File: src/rtl/rcc_pkg.sv
package rcc_pkg;
	// ****************************************
	// Register map
	// ****************************************
	localparam logic [31:0] CONTROL_ADDR = 32'h4000_0000;
	localparam logic [31:0] VERSION_ADDR = 32'h4000_0004;
	localparam logic [31:0] CONTROL_RESET = 32'h0000_0000;
	localparam logic [31:0] CONTROL_WMASK = 32'h007f_1ff7;
	// ****************************************
	// Control field positions
	// ****************************************
	localparam int MORE_DATA_DIS_BIT = 22;
	localparam int SEQNUM_DIS_BIT = 21;
	localparam int NESN_DIS_BIT = 20;
	localparam int CIPHER_DIS_BIT = 19;
	localparam int WHITEN_DIS_BIT = 18;
	localparam int CHECKSUM_DIS_BIT = 17;
	localparam int REMAP_DIS_BIT = 16;
	localparam int WINOFF_SEL_BIT = 12;
	localparam int RXPTR_SEL_BIT = 11;
	localparam int ADV_FILT_BIT = 10;
	localparam int COEX_EN_BIT = 9;
	localparam int PREFETCH_EN_BIT = 8;
	localparam int RXWIN_LSB = 4;
	localparam int RXWIN_W = 4;
	localparam int SYNC_WORD_ERROR_LIMIT_LSB = 0;
	localparam int SYNC_WORD_ERROR_LIMIT_W = 3;
	// ****************************************
	// Version field positions and fixed data values
	// ****************************************
	localparam int TYPE_LSB = 24;
	localparam int MAJOR_LSB = 16;
	localparam int UPGRADE_LSB = 8;
	localparam int BUILD_LSB = 0;
	localparam logic [15:0] CHECKSUM_ZERO = 16'h0000;
	localparam logic [31:0] UNMAPPED_DATA = 32'h0000_0000;
endpackage

File: src/rtl/rcc_regs.sv
// The APB register port was left to the implementer.
`timescale 1ns/10ps
`default_nettype none
module rcc_regs #(
	parameter logic [7:0] CORE_TYPE = 8'h01, // Arbitrary identity value
	parameter logic [7:0] MAJOR_RELEASE = 8'h00,
	parameter logic [7:0] UPGRADE_NUMBER = 8'h00,
	parameter logic [7:0] BUILD_NUMBER = 8'h00,
	parameter int PTR_W = 16
) (
	input wire logic ref_clk_i,
	input wire logic resetn_i,
	input wire logic psel_i,
	input wire logic penable_i,
	input wire logic pwrite_i,
	input wire logic [31:0] paddr_i,
	input wire logic [31:0] pwdata_i,
	input wire logic [3:0] pstrb_i,
	output logic [31:0] prdata_o,
	output logic pready_o,
	output logic pslverr_o,
	input wire logic initiator_i,
	input wire logic tx_sn_desc_i,
	input wire logic tx_nesn_desc_i,
	input wire logic tx_sn_hw_i,
	input wire logic tx_nesn_hw_i,
	input wire logic rx_sn_err_i,
	input wire logic conn_cipher_enable_i,
	input wire logic [15:0] tx_winoff_buf_i,
	input wire logic [15:0] tx_winoff_evt_i,
	input wire logic [PTR_W-1:0] cs_rx_ptr_i,
	input wire logic [PTR_W-1:0] current_rx_descriptor_ptr_i,
	input wire logic [15:0] tx_crc_i,
	input wire logic adv_channel_i,
	input wire logic rx_error_i,
	input wire logic rx_done_i,
	input wire logic coex_pulse_req_i,
	input wire logic event_start_i,
	input wire logic more_data_rx_i,
	output logic tx_sn_o,
	output logic tx_nesn_o,
	output logic seq_err_o,
	output logic cipher_payload_o,
	output logic integrity_check_value_gen_o,
	output logic [15:0] tx_winoff_o,
	output logic [PTR_W-1:0] rx_ptr_o,
	output logic [15:0] tx_crc_o,
	output logic rx_report_o,
	output logic more_data_disable_o,
	output logic whitening_enable_o,
	output logic checksum_strip_o,
	output logic channel_remap_enable_o,
	output logic coex_sync_pulse_o,
	output logic exchange_prefetch_enable_o,
	output logic [3:0] default_rx_window_o,
	output logic [2:0] sync_word_error_limit_o,
	output logic exchange_allowed_o
);
	// ****************************************
	// Bus decode
	// ****************************************
	logic [31:0] ctrl_q;
	logic [31:0] ctrl_d;
	logic [31:0] rdata_d;
	logic ex_done_q;
	wire logic setup = psel_i & ~penable_i;
	wire logic hit_ctrl = (paddr_i == rcc_pkg::CONTROL_ADDR);
	wire logic hit_ver = (paddr_i == rcc_pkg::VERSION_ADDR);
	wire logic mapped = hit_ctrl | hit_ver;
	wire logic wr_ctrl = psel_i & penable_i & pwrite_i & hit_ctrl;
	wire logic [31:0] version_word = {CORE_TYPE, MAJOR_RELEASE, UPGRADE_NUMBER, BUILD_NUMBER};

	// Byte-lane merge of a write
	function automatic logic [31:0] lane_merge(input logic [31:0] old, input logic [31:0] nw,
		input logic [3:0] strb);
		logic [31:0] r;
		r = old;
		for (int i = 0; i < 4; i++) begin
			if (strb[i]) begin
				r[i*8 +: 8] = nw[i*8 +: 8];
			end
		end
		return r;
	endfunction

	assign ctrl_d = lane_merge(ctrl_q, pwdata_i, pstrb_i) & rcc_pkg::CONTROL_WMASK;
	assign rdata_d = hit_ctrl ? ctrl_q : (hit_ver ? version_word : rcc_pkg::UNMAPPED_DATA);

	// Zero wait states: ready registered from setup, high in the access phase so that phase completes in one cycle
	always_ff @(posedge ref_clk_i or negedge resetn_i) begin
		if (!resetn_i) begin
			pready_o <= 1'b0;
			pslverr_o <= 1'b0;
			prdata_o <= 32'h0000_0000;
		end else begin
			pready_o <= setup;
			pslverr_o <= setup & ~mapped;
			prdata_o <= (setup & ~pwrite_i) ? rdata_d : 32'h0000_0000;
		end
	end

	// Control register; writes to version are silently dropped
	always_ff @(posedge ref_clk_i or negedge resetn_i) begin
		if (!resetn_i) begin
			ctrl_q <= rcc_pkg::CONTROL_RESET;
		end else if (wr_ctrl) begin
			ctrl_q <= ctrl_d;
		end
	end

	// ****************************************
	// Control fields to the core
	// ****************************************
	always_ff @(posedge ref_clk_i or negedge resetn_i) begin
		if (!resetn_i) begin
			more_data_disable_o <= 1'b0;
			whitening_enable_o <= 1'b0;
			checksum_strip_o <= 1'b0;
			channel_remap_enable_o <= 1'b0;
			coex_sync_pulse_o <= 1'b0;
			exchange_prefetch_enable_o <= 1'b0;
			default_rx_window_o <= 4'h0;
			sync_word_error_limit_o <= 3'h0;
		end else begin
			more_data_disable_o <= ctrl_q[rcc_pkg::MORE_DATA_DIS_BIT];
			whitening_enable_o <= ~ctrl_q[rcc_pkg::WHITEN_DIS_BIT];
			checksum_strip_o <= ~ctrl_q[rcc_pkg::CHECKSUM_DIS_BIT];
			channel_remap_enable_o <= ~ctrl_q[rcc_pkg::REMAP_DIS_BIT];
			coex_sync_pulse_o <= coex_pulse_req_i & ctrl_q[rcc_pkg::COEX_EN_BIT];
			exchange_prefetch_enable_o <= ctrl_q[rcc_pkg::PREFETCH_EN_BIT];
			default_rx_window_o <= ctrl_q[rcc_pkg::RXWIN_LSB +: rcc_pkg::RXWIN_W];
			sync_word_error_limit_o <= ctrl_q[rcc_pkg::SYNC_WORD_ERROR_LIMIT_LSB +: rcc_pkg::SYNC_WORD_ERROR_LIMIT_W];
		end
	end

	// ****************************************
	// Exchange limiter
	// ****************************************
	// single exchange when more-data disabled
	always_ff @(posedge ref_clk_i or negedge resetn_i) begin
		if (!resetn_i) begin
			ex_done_q <= 1'b0;
		end else if (event_start_i) begin
			ex_done_q <= 1'b0;
		end else if (rx_done_i) begin
			ex_done_q <= 1'b1;
		end
	end

	// Further exchanges only while more data flagged and not disabled
	always_ff @(posedge ref_clk_i or negedge resetn_i) begin
		if (!resetn_i) begin
			exchange_allowed_o <= 1'b0;
		end else begin
			exchange_allowed_o <= event_start_i | ~ex_done_q |
				(more_data_rx_i & ~ctrl_q[rcc_pkg::MORE_DATA_DIS_BIT]);
		end
	end

	// ****************************************
	// Packet steering
	// ****************************************
	rcc_datapath #(
		.PTR_W(PTR_W)
	) i_rcc_datapath (
		.ref_clk_i(ref_clk_i),
		.resetn_i(resetn_i),
		.ctrl_i(ctrl_q),
		.initiator_i(initiator_i),
		.tx_sn_desc_i(tx_sn_desc_i),
		.tx_nesn_desc_i(tx_nesn_desc_i),
		.tx_sn_hw_i(tx_sn_hw_i),
		.tx_nesn_hw_i(tx_nesn_hw_i),
		.rx_sn_err_i(rx_sn_err_i),
		.conn_cipher_enable_i(conn_cipher_enable_i),
		.tx_winoff_buf_i(tx_winoff_buf_i),
		.tx_winoff_evt_i(tx_winoff_evt_i),
		.cs_rx_ptr_i(cs_rx_ptr_i),
		.current_rx_descriptor_ptr_i(current_rx_descriptor_ptr_i),
		.tx_crc_i(tx_crc_i),
		.adv_channel_i(adv_channel_i),
		.rx_error_i(rx_error_i),
		.rx_done_i(rx_done_i),
		.tx_sn_o(tx_sn_o),
		.tx_nesn_o(tx_nesn_o),
		.seq_err_o(seq_err_o),
		.cipher_payload_o(cipher_payload_o),
		.integrity_check_value_gen_o(integrity_check_value_gen_o),
		.tx_winoff_o(tx_winoff_o),
		.rx_ptr_o(rx_ptr_o),
		.tx_crc_o(tx_crc_o),
		.rx_report_o(rx_report_o)
	);

	// ****************************************
	// Checks
	// ****************************************
	a_reserved_zero: assert property (@(posedge ref_clk_i) disable iff (!resetn_i)
		(ctrl_q & ~rcc_pkg::CONTROL_WMASK) == 32'h0000_0000)
		else $error("reserved control bit set");
	a_version_read: assert property (@(posedge ref_clk_i) disable iff (!resetn_i)
		setup & ~pwrite_i & hit_ver |=> prdata_o == version_word)
		else $error("version read wrong");
	a_ctrl_write: assert property (@(posedge ref_clk_i) disable iff (!resetn_i)
		wr_ctrl |=> ctrl_q == $past(ctrl_d))
		else $error("control write lost");
	a_seq_err_off: assert property (@(posedge ref_clk_i) disable iff (!resetn_i)
		(ctrl_q[rcc_pkg::SEQNUM_DIS_BIT] | ctrl_q[rcc_pkg::NESN_DIS_BIT]) ##1
		$stable(ctrl_q) |-> !seq_err_o)
		else $error("sequence error while disabled");
	a_sn_from_desc: assert property (@(posedge ref_clk_i) disable iff (!resetn_i)
		ctrl_q[rcc_pkg::SEQNUM_DIS_BIT] |=> tx_sn_o == $past(tx_sn_desc_i))
		else $error("sn not from descriptor");
	a_cipher_bypass: assert property (@(posedge ref_clk_i) disable iff (!resetn_i)
		ctrl_q[rcc_pkg::CIPHER_DIS_BIT] & conn_cipher_enable_i |=>
		!cipher_payload_o && integrity_check_value_gen_o)
		else $error("cipher bypass wrong");
	a_crc_zero: assert property (@(posedge ref_clk_i) disable iff (!resetn_i)
		ctrl_q[rcc_pkg::CHECKSUM_DIS_BIT] |=> tx_crc_o == 16'h0000 && !checksum_strip_o)
		else $error("checksum not zeroed");
	a_winoff_evt: assert property (@(posedge ref_clk_i) disable iff (!resetn_i)
		initiator_i & ctrl_q[rcc_pkg::WINOFF_SEL_BIT] |=> tx_winoff_o == $past(tx_winoff_evt_i))
		else $error("window offset source wrong");
	a_coex_gate: assert property (@(posedge ref_clk_i) disable iff (!resetn_i)
		!ctrl_q[rcc_pkg::COEX_EN_BIT] |=> !coex_sync_pulse_o)
		else $error("coex pulse while disabled");
	a_adv_filter: assert property (@(posedge ref_clk_i) disable iff (!resetn_i)
		adv_channel_i & rx_error_i & ctrl_q[rcc_pkg::ADV_FILT_BIT] |=> !rx_report_o)
		else $error("filtered error reported");
endmodule
`default_nettype wire

File: src/rtl/rcc_datapath.sv
`timescale 1ns/10ps
`default_nettype none
// ****************************************
// Per-packet protocol steering from control
// ****************************************
module rcc_datapath #(
	parameter int PTR_W = 16
) (
	input wire logic ref_clk_i,
	input wire logic resetn_i,
	input wire logic [31:0] ctrl_i,
	input wire logic initiator_i,
	input wire logic tx_sn_desc_i,
	input wire logic tx_nesn_desc_i,
	input wire logic tx_sn_hw_i,
	input wire logic tx_nesn_hw_i,
	input wire logic rx_sn_err_i,
	input wire logic conn_cipher_enable_i,
	input wire logic [15:0] tx_winoff_buf_i,
	input wire logic [15:0] tx_winoff_evt_i,
	input wire logic [PTR_W-1:0] cs_rx_ptr_i,
	input wire logic [PTR_W-1:0] current_rx_descriptor_ptr_i,
	input wire logic [15:0] tx_crc_i,
	input wire logic adv_channel_i,
	input wire logic rx_error_i,
	input wire logic rx_done_i,
	output logic tx_sn_o,
	output logic tx_nesn_o,
	output logic seq_err_o,
	output logic cipher_payload_o,
	output logic integrity_check_value_gen_o,
	output logic [15:0] tx_winoff_o,
	output logic [PTR_W-1:0] rx_ptr_o,
	output logic [15:0] tx_crc_o,
	output logic rx_report_o
);
	wire logic sn_dis = ctrl_i[rcc_pkg::SEQNUM_DIS_BIT];
	wire logic nesn_dis = ctrl_i[rcc_pkg::NESN_DIS_BIT];
	wire logic cip_dis = ctrl_i[rcc_pkg::CIPHER_DIS_BIT];
	wire logic crc_dis = ctrl_i[rcc_pkg::CHECKSUM_DIS_BIT];
	wire logic use_evt = initiator_i & ctrl_i[rcc_pkg::WINOFF_SEL_BIT];
	wire logic filt = ctrl_i[rcc_pkg::ADV_FILT_BIT];
	wire logic sn_d = sn_dis ? tx_sn_desc_i : tx_sn_hw_i;
	wire logic nesn_d = nesn_dis ? tx_nesn_desc_i : tx_nesn_hw_i;
	wire logic serr_d = rx_sn_err_i & ~(sn_dis | nesn_dis);
	wire logic [15:0] woff_d = use_evt ? tx_winoff_evt_i : tx_winoff_buf_i;
	wire logic [PTR_W-1:0] ptr_d =
		ctrl_i[rcc_pkg::RXPTR_SEL_BIT] ? current_rx_descriptor_ptr_i : cs_rx_ptr_i;
	wire logic [15:0] crc_d = crc_dis ? rcc_pkg::CHECKSUM_ZERO : tx_crc_i;
	wire logic rep_d = rx_done_i & ~(adv_channel_i & filt & rx_error_i);

	// Registered outputs, one stage
	always_ff @(posedge ref_clk_i or negedge resetn_i) begin
		if (!resetn_i) begin
			tx_sn_o <= 1'b0;
			tx_nesn_o <= 1'b0;
			seq_err_o <= 1'b0;
			cipher_payload_o <= 1'b0;
			integrity_check_value_gen_o <= 1'b0;
			tx_winoff_o <= 16'h0000;
			rx_ptr_o <= '0;
			tx_crc_o <= 16'h0000;
			rx_report_o <= 1'b0;
		end else begin
			tx_sn_o <= sn_d;
			tx_nesn_o <= nesn_d;
			seq_err_o <= serr_d;
			cipher_payload_o <= conn_cipher_enable_i & ~cip_dis;
			integrity_check_value_gen_o <= conn_cipher_enable_i;
			tx_winoff_o <= woff_d;
			rx_ptr_o <= ptr_d;
			tx_crc_o <= crc_d;
			rx_report_o <= rep_d;
		end
	end
endmodule
`default_nettype wire

File: config.mk
export PLATFORM = sky130hd
export DESIGN_NAME = rcc_regs
export DESIGN_NICKNAME = d
export VERILOG_FILES = /design/src/rtl/rcc_pkg.sv /design/src/rtl/rcc_regs.sv /design/src/rtl/rcc_datapath.sv
export SDC_FILE = /design/constraint.sdc
export NUM_CORES = 1
export LEC_CHECK = 0
export BUFFER_PORTS_ARGS = -buffer_cell sky130_fd_sc_hd__buf_4
export CORE_AREA = 2 2 105 107
export CTS_CLUSTER_SIZE = 30
export DETAILED_ROUTE_END_ITERATION = 6
export DIE_AREA = 0 0 107 109
export PLACE_DENSITY = 0.75
export SKIP_CTS_REPAIR_TIMING = 1
export SLEW_MARGIN = 20
export SYNTH_ARGS = -nofsm -noshare
export SYNTH_HDL_FRONTEND = slang
export SYNTH_SLANG_ARGS = --single-unit
File: constraint.sdc
create_clock -name ref_clk_i -period 2.52 [get_ports ref_clk_i]
set_input_delay 0.252 -clock ref_clk_i [delete_from_list [all_inputs] [get_ports ref_clk_i]]
set_output_delay 0.252 -clock ref_clk_i [all_outputs]
set_load 0.01 [all_outputs]
==> results by group, run 1 <==
Clock network
  – Skew-Pair Late Insertion Delay: 360 ps
  – H-tree Lvls: 3
  – CTS max path bufs: 2
  – Num CTS Buffers: 9
  – CTS tree: yes
  – # clock sinks: 110
  – Root buf cell: clkbuf_8
  – CTS clk-pin slew, worst paths: ~90 ps

Detailed routing
  – Drc violations: 0
  – Pre-antenna DRT Iters: 4
  – Routed wire per std cell: around 14 um
  – Vias per cell: about 4.4
  – DR vias: between 2000 and 3000
  – Routed wire length: between 9 and 10 mm
  – Antenna Nets Post-Route: 0
  – Initial drt markers: between 70 and 80

Synthesis
  – Yosys warns: 0
  – Sequential area share after synthesis: 0.6748
  – Synthesized flop and latch total: 110
  – Netlist cell types: 22
  – Mapped Area: ~4000 um2
  – Syn Inst Count: approximately 250
  – Avg Cell Area, Syn: around 16 um2

Setup path
  – Setup crit start kind: input port
  – Req. time, crit path: 2760 ps
  – CP arrival: between 1500 and 2000 ps
  – Critical Path, Cell by Cell: buf_4 > nor4_4 > nand4_4 > nor4_4 > mux2_2
  – CP peak stage delay: between 500 and 600 ps
  – Slowest library cell on the worst path: nor4_4
  – CP max FO: 6
  – Setup CP Type: in -> reg
  – Most frequent CP cell: nor4_4
  – CP Capture Type: register

Pwr
  – Leak: 3.216 nW
  – Pwr dens: approximately 540 nW/um2
  – Tot Pwr: roughly 3.4 mW
  – Max VDD drop: about 0.28 mV

Floorplan
  – Die Wd: between 100 and 150 um
  – Core area: around 11000 um2
  – Die footprint: roughly 12000 um2
  – Placement row count: 38
  – Initial core utilization: 0.3847
  – Die H: about 110 um
  – Num ports: ~270

STA
  – Setup TNS: 0 ps
  – Clk_skew: roughly 10 ps
  – RSZ-0062 raised after global routing: false
  – Crit path time final: between 1500 and 2000 ps
  – Final hold vios: 0
  – Final slew viol count: 0
  – Final Cycle Share: 0.6326
  – Relative slew slack: 0.5294
  – Final setup violation count: 0
  – Fmax: around 630 MHz
  – Pin slew with the least headroom to its limit: slightly above 700 ps

Placement
  – Post-detail-place hpwl: ~7.4 mm
  – DP Area: just over 6000 um2
  – GPL Wtd Cong: roughly 0.75
  – IO Port Bufs: roughly 240

Global route
  – Total GRT Usage: 0.1546
  – GRT overflow: 0
  – First-pass GRT wire length: approximately 14 mm
  – Initial antenna violation count: 0
  – Vias in the first global route: approximately 2800
  – Largest net degree at the start of global routing: 58

Layout
  – Share of cells above drive strength 1: 0.6385
  – Layout fillers: roughly 830
  – Number of nets in the layout: between 600 and 700
  – Synth-to-layout area growth: 54.36%
  – Core Util, Final: 0.5938
  – Diode count: 0
  – Post-route cell area: around 6300 um2

Run
  – Max-Cap Viols: 0

Min path
  – Tightest Hold Check Type: in -> reg

Status
  – Run status: complete, no violations
power by group:
part           total [mW]  internal (mW)  switching [mW]
Sequential           1.82           1.81          0.0132
Combinational       0.387          0.242           0.145
Clock                1.21          0.665           0.548
Total                3.42           2.72           0.707
area by class of cell:
| type | instances | area, um2 | area share |
|---|---|---|---|
| clock buffers | 11 | 131.4 | 0.02087 |
| inverters | 8 | 30.03 | 0.004769 |
| flip-flops and latches | 110 | 2753 | 0.4372 |
| multi-input cells | 128 | 1229 | 0.1952 |
| repair buffers | 247 | 1872 | 0.2973 |
| well taps | 140 | 175.2 | 0.02782 |
| clock inverters | 5 | 106.4 | 0.01689 |
worst paths after layout:
| kind | start | end | slack, ps | depth (start not counted) |
|---|---|---|---|---|
| max | paddr_i[5] | ctrl_q[9] | 930 | 5 |
| min | event_start_i | ex_done_q | 50 | 2 |
| max reg2reg | ctrl_q[12] | i_rcc_datapath.tx_winoff_o[11] | 1070 | 2 |
| min reg2reg | ctrl_q[8] | exchange_prefetch_enable_o | 400 | 0 |
| max in group asynchronous | resetn_i | ctrl_q[12] | 1280 | 3 |
| min in group asynchronous | resetn_i | i_rcc_datapath.tx_crc_o[3] | 490 | 2 |
routing by layer:
metal	global-route usage	vias to the layer above	share of wire
met3	0.03646	15	0.084
met2	0.2798	159	0.54
li1	-	1322	-
met5	0	-	0
met4	0.07699	0	0.023
met1	0.1704	1335	0.35
state kept, by name (all words and copies together) (netlist names), 3 cells and up:
| register | count |
|---|---|
| prdata_o | 20 |
| ctrl_q | 19 |
| i_rcc_datapath.rx_ptr_o | 16 |
| i_rcc_datapath.tx_crc_o | 16 |
| i_rcc_datapath.tx_winoff_o | 16 |
| default_rx_window_o | 4 |
| sync_word_error_limit_o | 3 |
layout by cell type (no fill, tap or decap), drive strengths merged:
cell type,n
and2,20
nor4,12
nand2b,2
buf,245
dfrtp,110
bufinv,3
o21a,1
nand3b,1
conb,12
nor2b,18
clkinvlp,1
nor2,2
a31oi,1
mux2,53
nand4,3
clkbuf,11
nand2,1
nor3b,2
dlygate4sd3,2
inv,9
cell usage after synthesis:
cell	number	area, um2
nand3b_1	1	7.510
nand2_1	1	3.750
nor4_1	1	6.260
nand4_1	1	6.260
conb_1	1	3.750
and2_1	20	125.1
nand2b_1	2	12.51
nand4_4	2	42.54
inv_1	8	30.03
dfrtp_1	110	2753
o21a_1	1	7.510
nor2_1	2	7.510
mux2_4	7	105.1
nor4_4	8	170.2
a31oi_1	1	6.260
buf_4	12	90.09
clkbuf_1	4	15.01
nor4_2	3	37.54
nor3b_1	2	15.01
nor2b_1	18	112.6
mux2_2	46	518.0
buf_1	1	3.750
critical path, delay by kind of cell:
family        cells  cell delay (ps)
mux               1              390
buf+inv           1              120
simple gates      3             1080
cells by family (layout without fill, tap and decap cells):
| logic type | Yosys count | in the layout | synth area share |
|---|---|---|---|
| compound gates | 2 | 2 | 0.003376 |
| buf+inv | 25 | 271 | 0.03405 |
| flops | 110 | 110 | 0.6748 |
| mux | 53 | 53 | 0.1528 |
| other cells | 1 | 12 | 0.0009194 |
| simple gates | 61 | 61 | 0.1341 |
metrics by stage:
step	std cells	setup WS, ps	hold slack, ps
after global placement	631	517.1	339.9
after floorplan	263	683.0	-43.59
after detailed placement	631	505.6	360.6
after global routing	649	825.6	29.22
after CTS	647	896.0	-45.62
final	649	925.8	46.80
No activity file was read; power rests on OpenSTA's default activity.
==> inputs of run 2 (changes only) <==
--- a/config.mk
+++ b/config.mk
@@ -5,12 +5,12 @@
 export SDC_FILE = /design/constraint.sdc
 export NUM_CORES = 1
 export LEC_CHECK = 0
+export ABC_AREA = 1
 export BUFFER_PORTS_ARGS = -buffer_cell sky130_fd_sc_hd__buf_4
-export CORE_AREA = 2 2 105 107
+export CORE_UTILIZATION = 38
 export CTS_CLUSTER_SIZE = 30
 export DETAILED_ROUTE_END_ITERATION = 6
-export DIE_AREA = 0 0 107 109
-export PLACE_DENSITY = 0.75
+export PLACE_DENSITY = 0.76
 export SKIP_CTS_REPAIR_TIMING = 1
 export SLEW_MARGIN = 20
 export SYNTH_ARGS = -nofsm -noshare
==> constraint.sdc (replaced) <==
create_clock -name ref_clk_i -period 1.3 [get_ports ref_clk_i]
set_input_delay 0.13 -clock ref_clk_i [delete_from_list [all_inputs] [get_ports ref_clk_i]]
set_output_delay 0.13 -clock ref_clk_i [all_outputs]
set_load 0.01 [all_outputs]
==> run 2 against run 1 <==
Against the previous run:
- power up 90%
- global-route usage up 4.5 points
- non-clock buffer count up 99
- hold slack worse by 41 ps
- largest power group unchanged
- critical path type is now reg -> reg
- via count up 35%
- sequential share of layout area down 6.0 points
==> results by group, run 2 <==
Synthesis
  – Most instantiated cells after synthesis: dfrtp_1 (110), nor2_1 (56), nand2_1 (53), mux2_2 (34), inv_1 (27)
  – Yosys warns: 0 (unchanged)
  – Synthesized flop and latch total: 110 (unchanged)
  – Avg Cell Area, Syn: 11.57 um2 (-29%)
  – Main flop type after synthesis: dfrtp_1
  – Sequential area share after synthesis: 0.6589 (-0.01597)
  – Cell with the most instances after synthesis: dfrtp_1
  – Leading area contributor after synthesis: dfrtp_1
  – Netlist cell types: 22 (unchanged)
  – Syn Inst Count: 361 (+43%)
  – Post-synthesis async set-or-reset flop share: 1.000 (unchanged)
  – Largest cells by area after synthesis: dfrtp_1 (66%), mux2_2 (9.2%), nor2_1 (5.0%), nand2_1 (4.8%), nand4_1 (3.0%)
  – Number of synthesized flops with an enable pin: 0 (unchanged)
  – Mapped Area: 4178 um2 (+2.4%)
  – Top cell type's share of synthesized area: 0.6589 (-0.01597)

Setup path
  – R2R setup slack: 130 ps (-940 ps)
  – Slowest library cell on the worst path: dfrtp_1
  – Critical R2R Launch: ctrl_q[12]
  – Worst r2r path cells: 3 (+1)
  – Crit path to: i_rcc_datapath.tx_winoff_o[6]
  – Levels on crit path: 3 (-2)
  – Critical Path, Cell by Cell: nand2_1 > buf_12 > mux2_2
  – CP Capture Type: register
  – Delay-heaviest family, CP: flip-flops
  – CP max FO: 16 (+10)
  – Req. time, crit path: 1550 ps (-1210 ps)
  – CP peak stage delay: 430 ps (-90 ps)
  – Critical R2R Capture: i_rcc_datapath.tx_winoff_o[6]
  – Crit path buf inv count: 1 (unchanged)
  – Worst Setup SP: ctrl_q[12]
  – Setup CP Type: reg -> reg
  – Setup crit start kind: register
  – CP arrival: 1420 ps (-410 ps)

Global route
  – Total GRT Usage: 0.1994 (+0.04483)
  – Largest net degree at the start of global routing: 64 (+10%)
  – Vias in the first global route: 3564 (+26%)
  – First-pass GRT wire length: 17.26 mm (+26%)
  – GRT overflow: 0 (unchanged)
  – Initial antenna violation count: 0 (unchanged)

Clock network
  – Num CTS Buffers: 9 (unchanged)
  – CTS tree: yes
  – # clock sinks: 110 (unchanged)
  – CTS clk-pin slew, worst paths: 100 ps (about the same)
  – CTS max path bufs: 2 (unchanged)
  – Skew-Pair Late Insertion Delay: 370 ps (about the same)
  – Root buf cell: clkbuf_8
  – H-tree Lvls: 3 (unchanged)

Layout
  – Synth-to-layout area growth: 74.69%
  – Max FFs per register: 20 (unchanged)
  – Largest regs: prdata_o (20), ctrl_q (19)
  – Share of cells above drive strength 1: 0.4512 (-0.1873)
  – Core Util, Final: 0.6945 (+0.1007)
  – Post-route cell area: 7298 um2 (+16%)
  – Leading cell type in the layout, fill and taps excluded: buf_4
  – Commonest cells after routing, fill and taps aside: buf_4 (249), dfrtp_1 (110), dlygate4sd3_1 (92)
  – Final non-filler cell total: 843 (+30%)
  – Diode count: 0 (unchanged)
  – Number of nets in the layout: 868 (+30%)
  – Largest Register: prdata_o

Run
  – Max-Cap Viols: 0 (unchanged)

Pwr
  – Leak: 3.733 nW (+16%)
  – Max VDD drop: 0.6981 mV (+150%)
  – Tot Pwr: 6.499 mW (+90%)
  – Pwr dens: 890.4 nW/um2 (+64%)

STA
  – Final Cycle Share: 0.9013
  – Fmax: 853.4 MHz
  – Final hold vios: 0 (unchanged)
  – Final slew viol count: 0 (unchanged)
  – Clk_skew: 7.172 ps (-2.836 ps)
  – RSZ-0062 raised after global routing: false
  – Setup TNS: 0 ps (unchanged)
  – Crit path time final: 1172 ps
  – Final setup violation count: 0 (unchanged)

Floorplan
  – Num ports: 268 (unchanged)
  – Die H: 106.9 um (-2.0%)
  – Core area: 10510 um2 (-0.89%)
  – Die footprint: 11420 um2 (-2.1%)
  – Placement row count: 37 (-2.6%)
  – Die Wd: 106.9 um (-0.14%)
  – Initial core utilization: 0.3975 (+0.01284)

Placement
  – Placed Cells incl. Taps: 735 (+16%)
  – DP Area: 6193 um2 (+2.6%)
  – IO Port Bufs: 241 (unchanged)
  – GPL Wtd Cong: 0.7914 (+5.1%)
  – Post-detail-place hpwl: 8.313 mm (+12%)

Detailed routing
  – Antenna Nets Post-Route: 0 (unchanged)
  – DR vias: 3818 (+35%)
  – Pre-antenna DRT Iters: 4 (unchanged)
  – Drc violations: 0 (unchanged)
  – Routed wire per std cell: 15.33 um (+6.8%)
  – Vias per cell: 4.529 (+3.8%)
  – Routed wire length: 12.93 mm (+39%)
  – Initial drt markers: 194 (+170%)

Min path
  – Tightest Hold Check Type: in -> reg

Status
  – Run status: complete, no violations
[run 2: area by class of cell]
| class | instances | area (um2) |
|---|---|---|
| clock buffer | 10 | 137.6 |
| multi-input combinational | 207 | 1196 |
| inverter | 28 | 105.1 |
| fill | 738 | 3211 |
| clock inverter | 6 | 46.29 |
| sequential | 110 | 2753 |
| timing repair buffer | 346 | 2890 |
| tap | 136 | 170.2 |
[run 2: metal layers]
metal | track usage | part of all wire | wire, um | up-vias
met5 | 0 | 0 | 0 | -
met4 | 0.05382 | 0.031 | 406 | 0
met3 | 0.05106 | 0.064 | 822 | 33
met2 | 0.3682 | 0.53 | 6842 | 177
met1 | 0.2267 | 0.38 | 4855 | 1799
li1 | - | - | - | 1809
[run 2: cells by family (layout without fill, tap and decap cells)]
family	after synthesis	count (layout)	synth area share
flip-flops	110	110	0.6589
other	1	12	0.0008976
buffers and inverters	55	390	0.06529
AND/OR/NAND/NOR	161	161	0.1833
multiplexers	34	34	0.09164
[run 2: where the power goes]
group | leakage [nW] | internal (mW) | switching (mW) | total (mW)
registers | 1.39 | 3.51 | 0.0304 | 3.54
clock network | 0.0889 | 0.760 | 1.16 | 1.92
logic | 2.26 | 0.657 | 0.382 | 1.04
total | 3.73 | 4.93 | 1.57 | 6.50
[run 2: worst min path at each step]
| stage | startpoint | end | slack (ps) | cells past startpoint |
|---|---|---|---|---|
| detailed placement | resetn_i | i_rcc_datapath.tx_crc_o[9] | 150 | 2 |
| floorplan | resetn_i | channel_remap_enable_o | -170 | 0 |
| finish | pwdata_i[7] | ctrl_q[7] | 6 | 3 |
| global route | pwdata_i[9] | ctrl_q[9] | 2 | 3 |
| CTS | resetn_i | i_rcc_datapath.tx_crc_o[9] | -260 | 2 |
| global placement | resetn_i | i_rcc_datapath.tx_crc_o[9] | 150 | 2 |
[run 2: worst register-to-register path: stages, from the launching register on]
cell     delay (ps)
dfrtp_1         430
nand2_1         120
buf_12          160
mux2_2          350
[run 2: metrics by stage]
stage | worst slack (ps) | hold slack, ps
floorplan | 45.01 | -165.6
global placement | -13.20 | 146.2
detailed placement | -37.13 | 151.5
CTS | 110.7 | -258.0
global route | 56.71 | 1.572
finish | 128.2 | 5.676
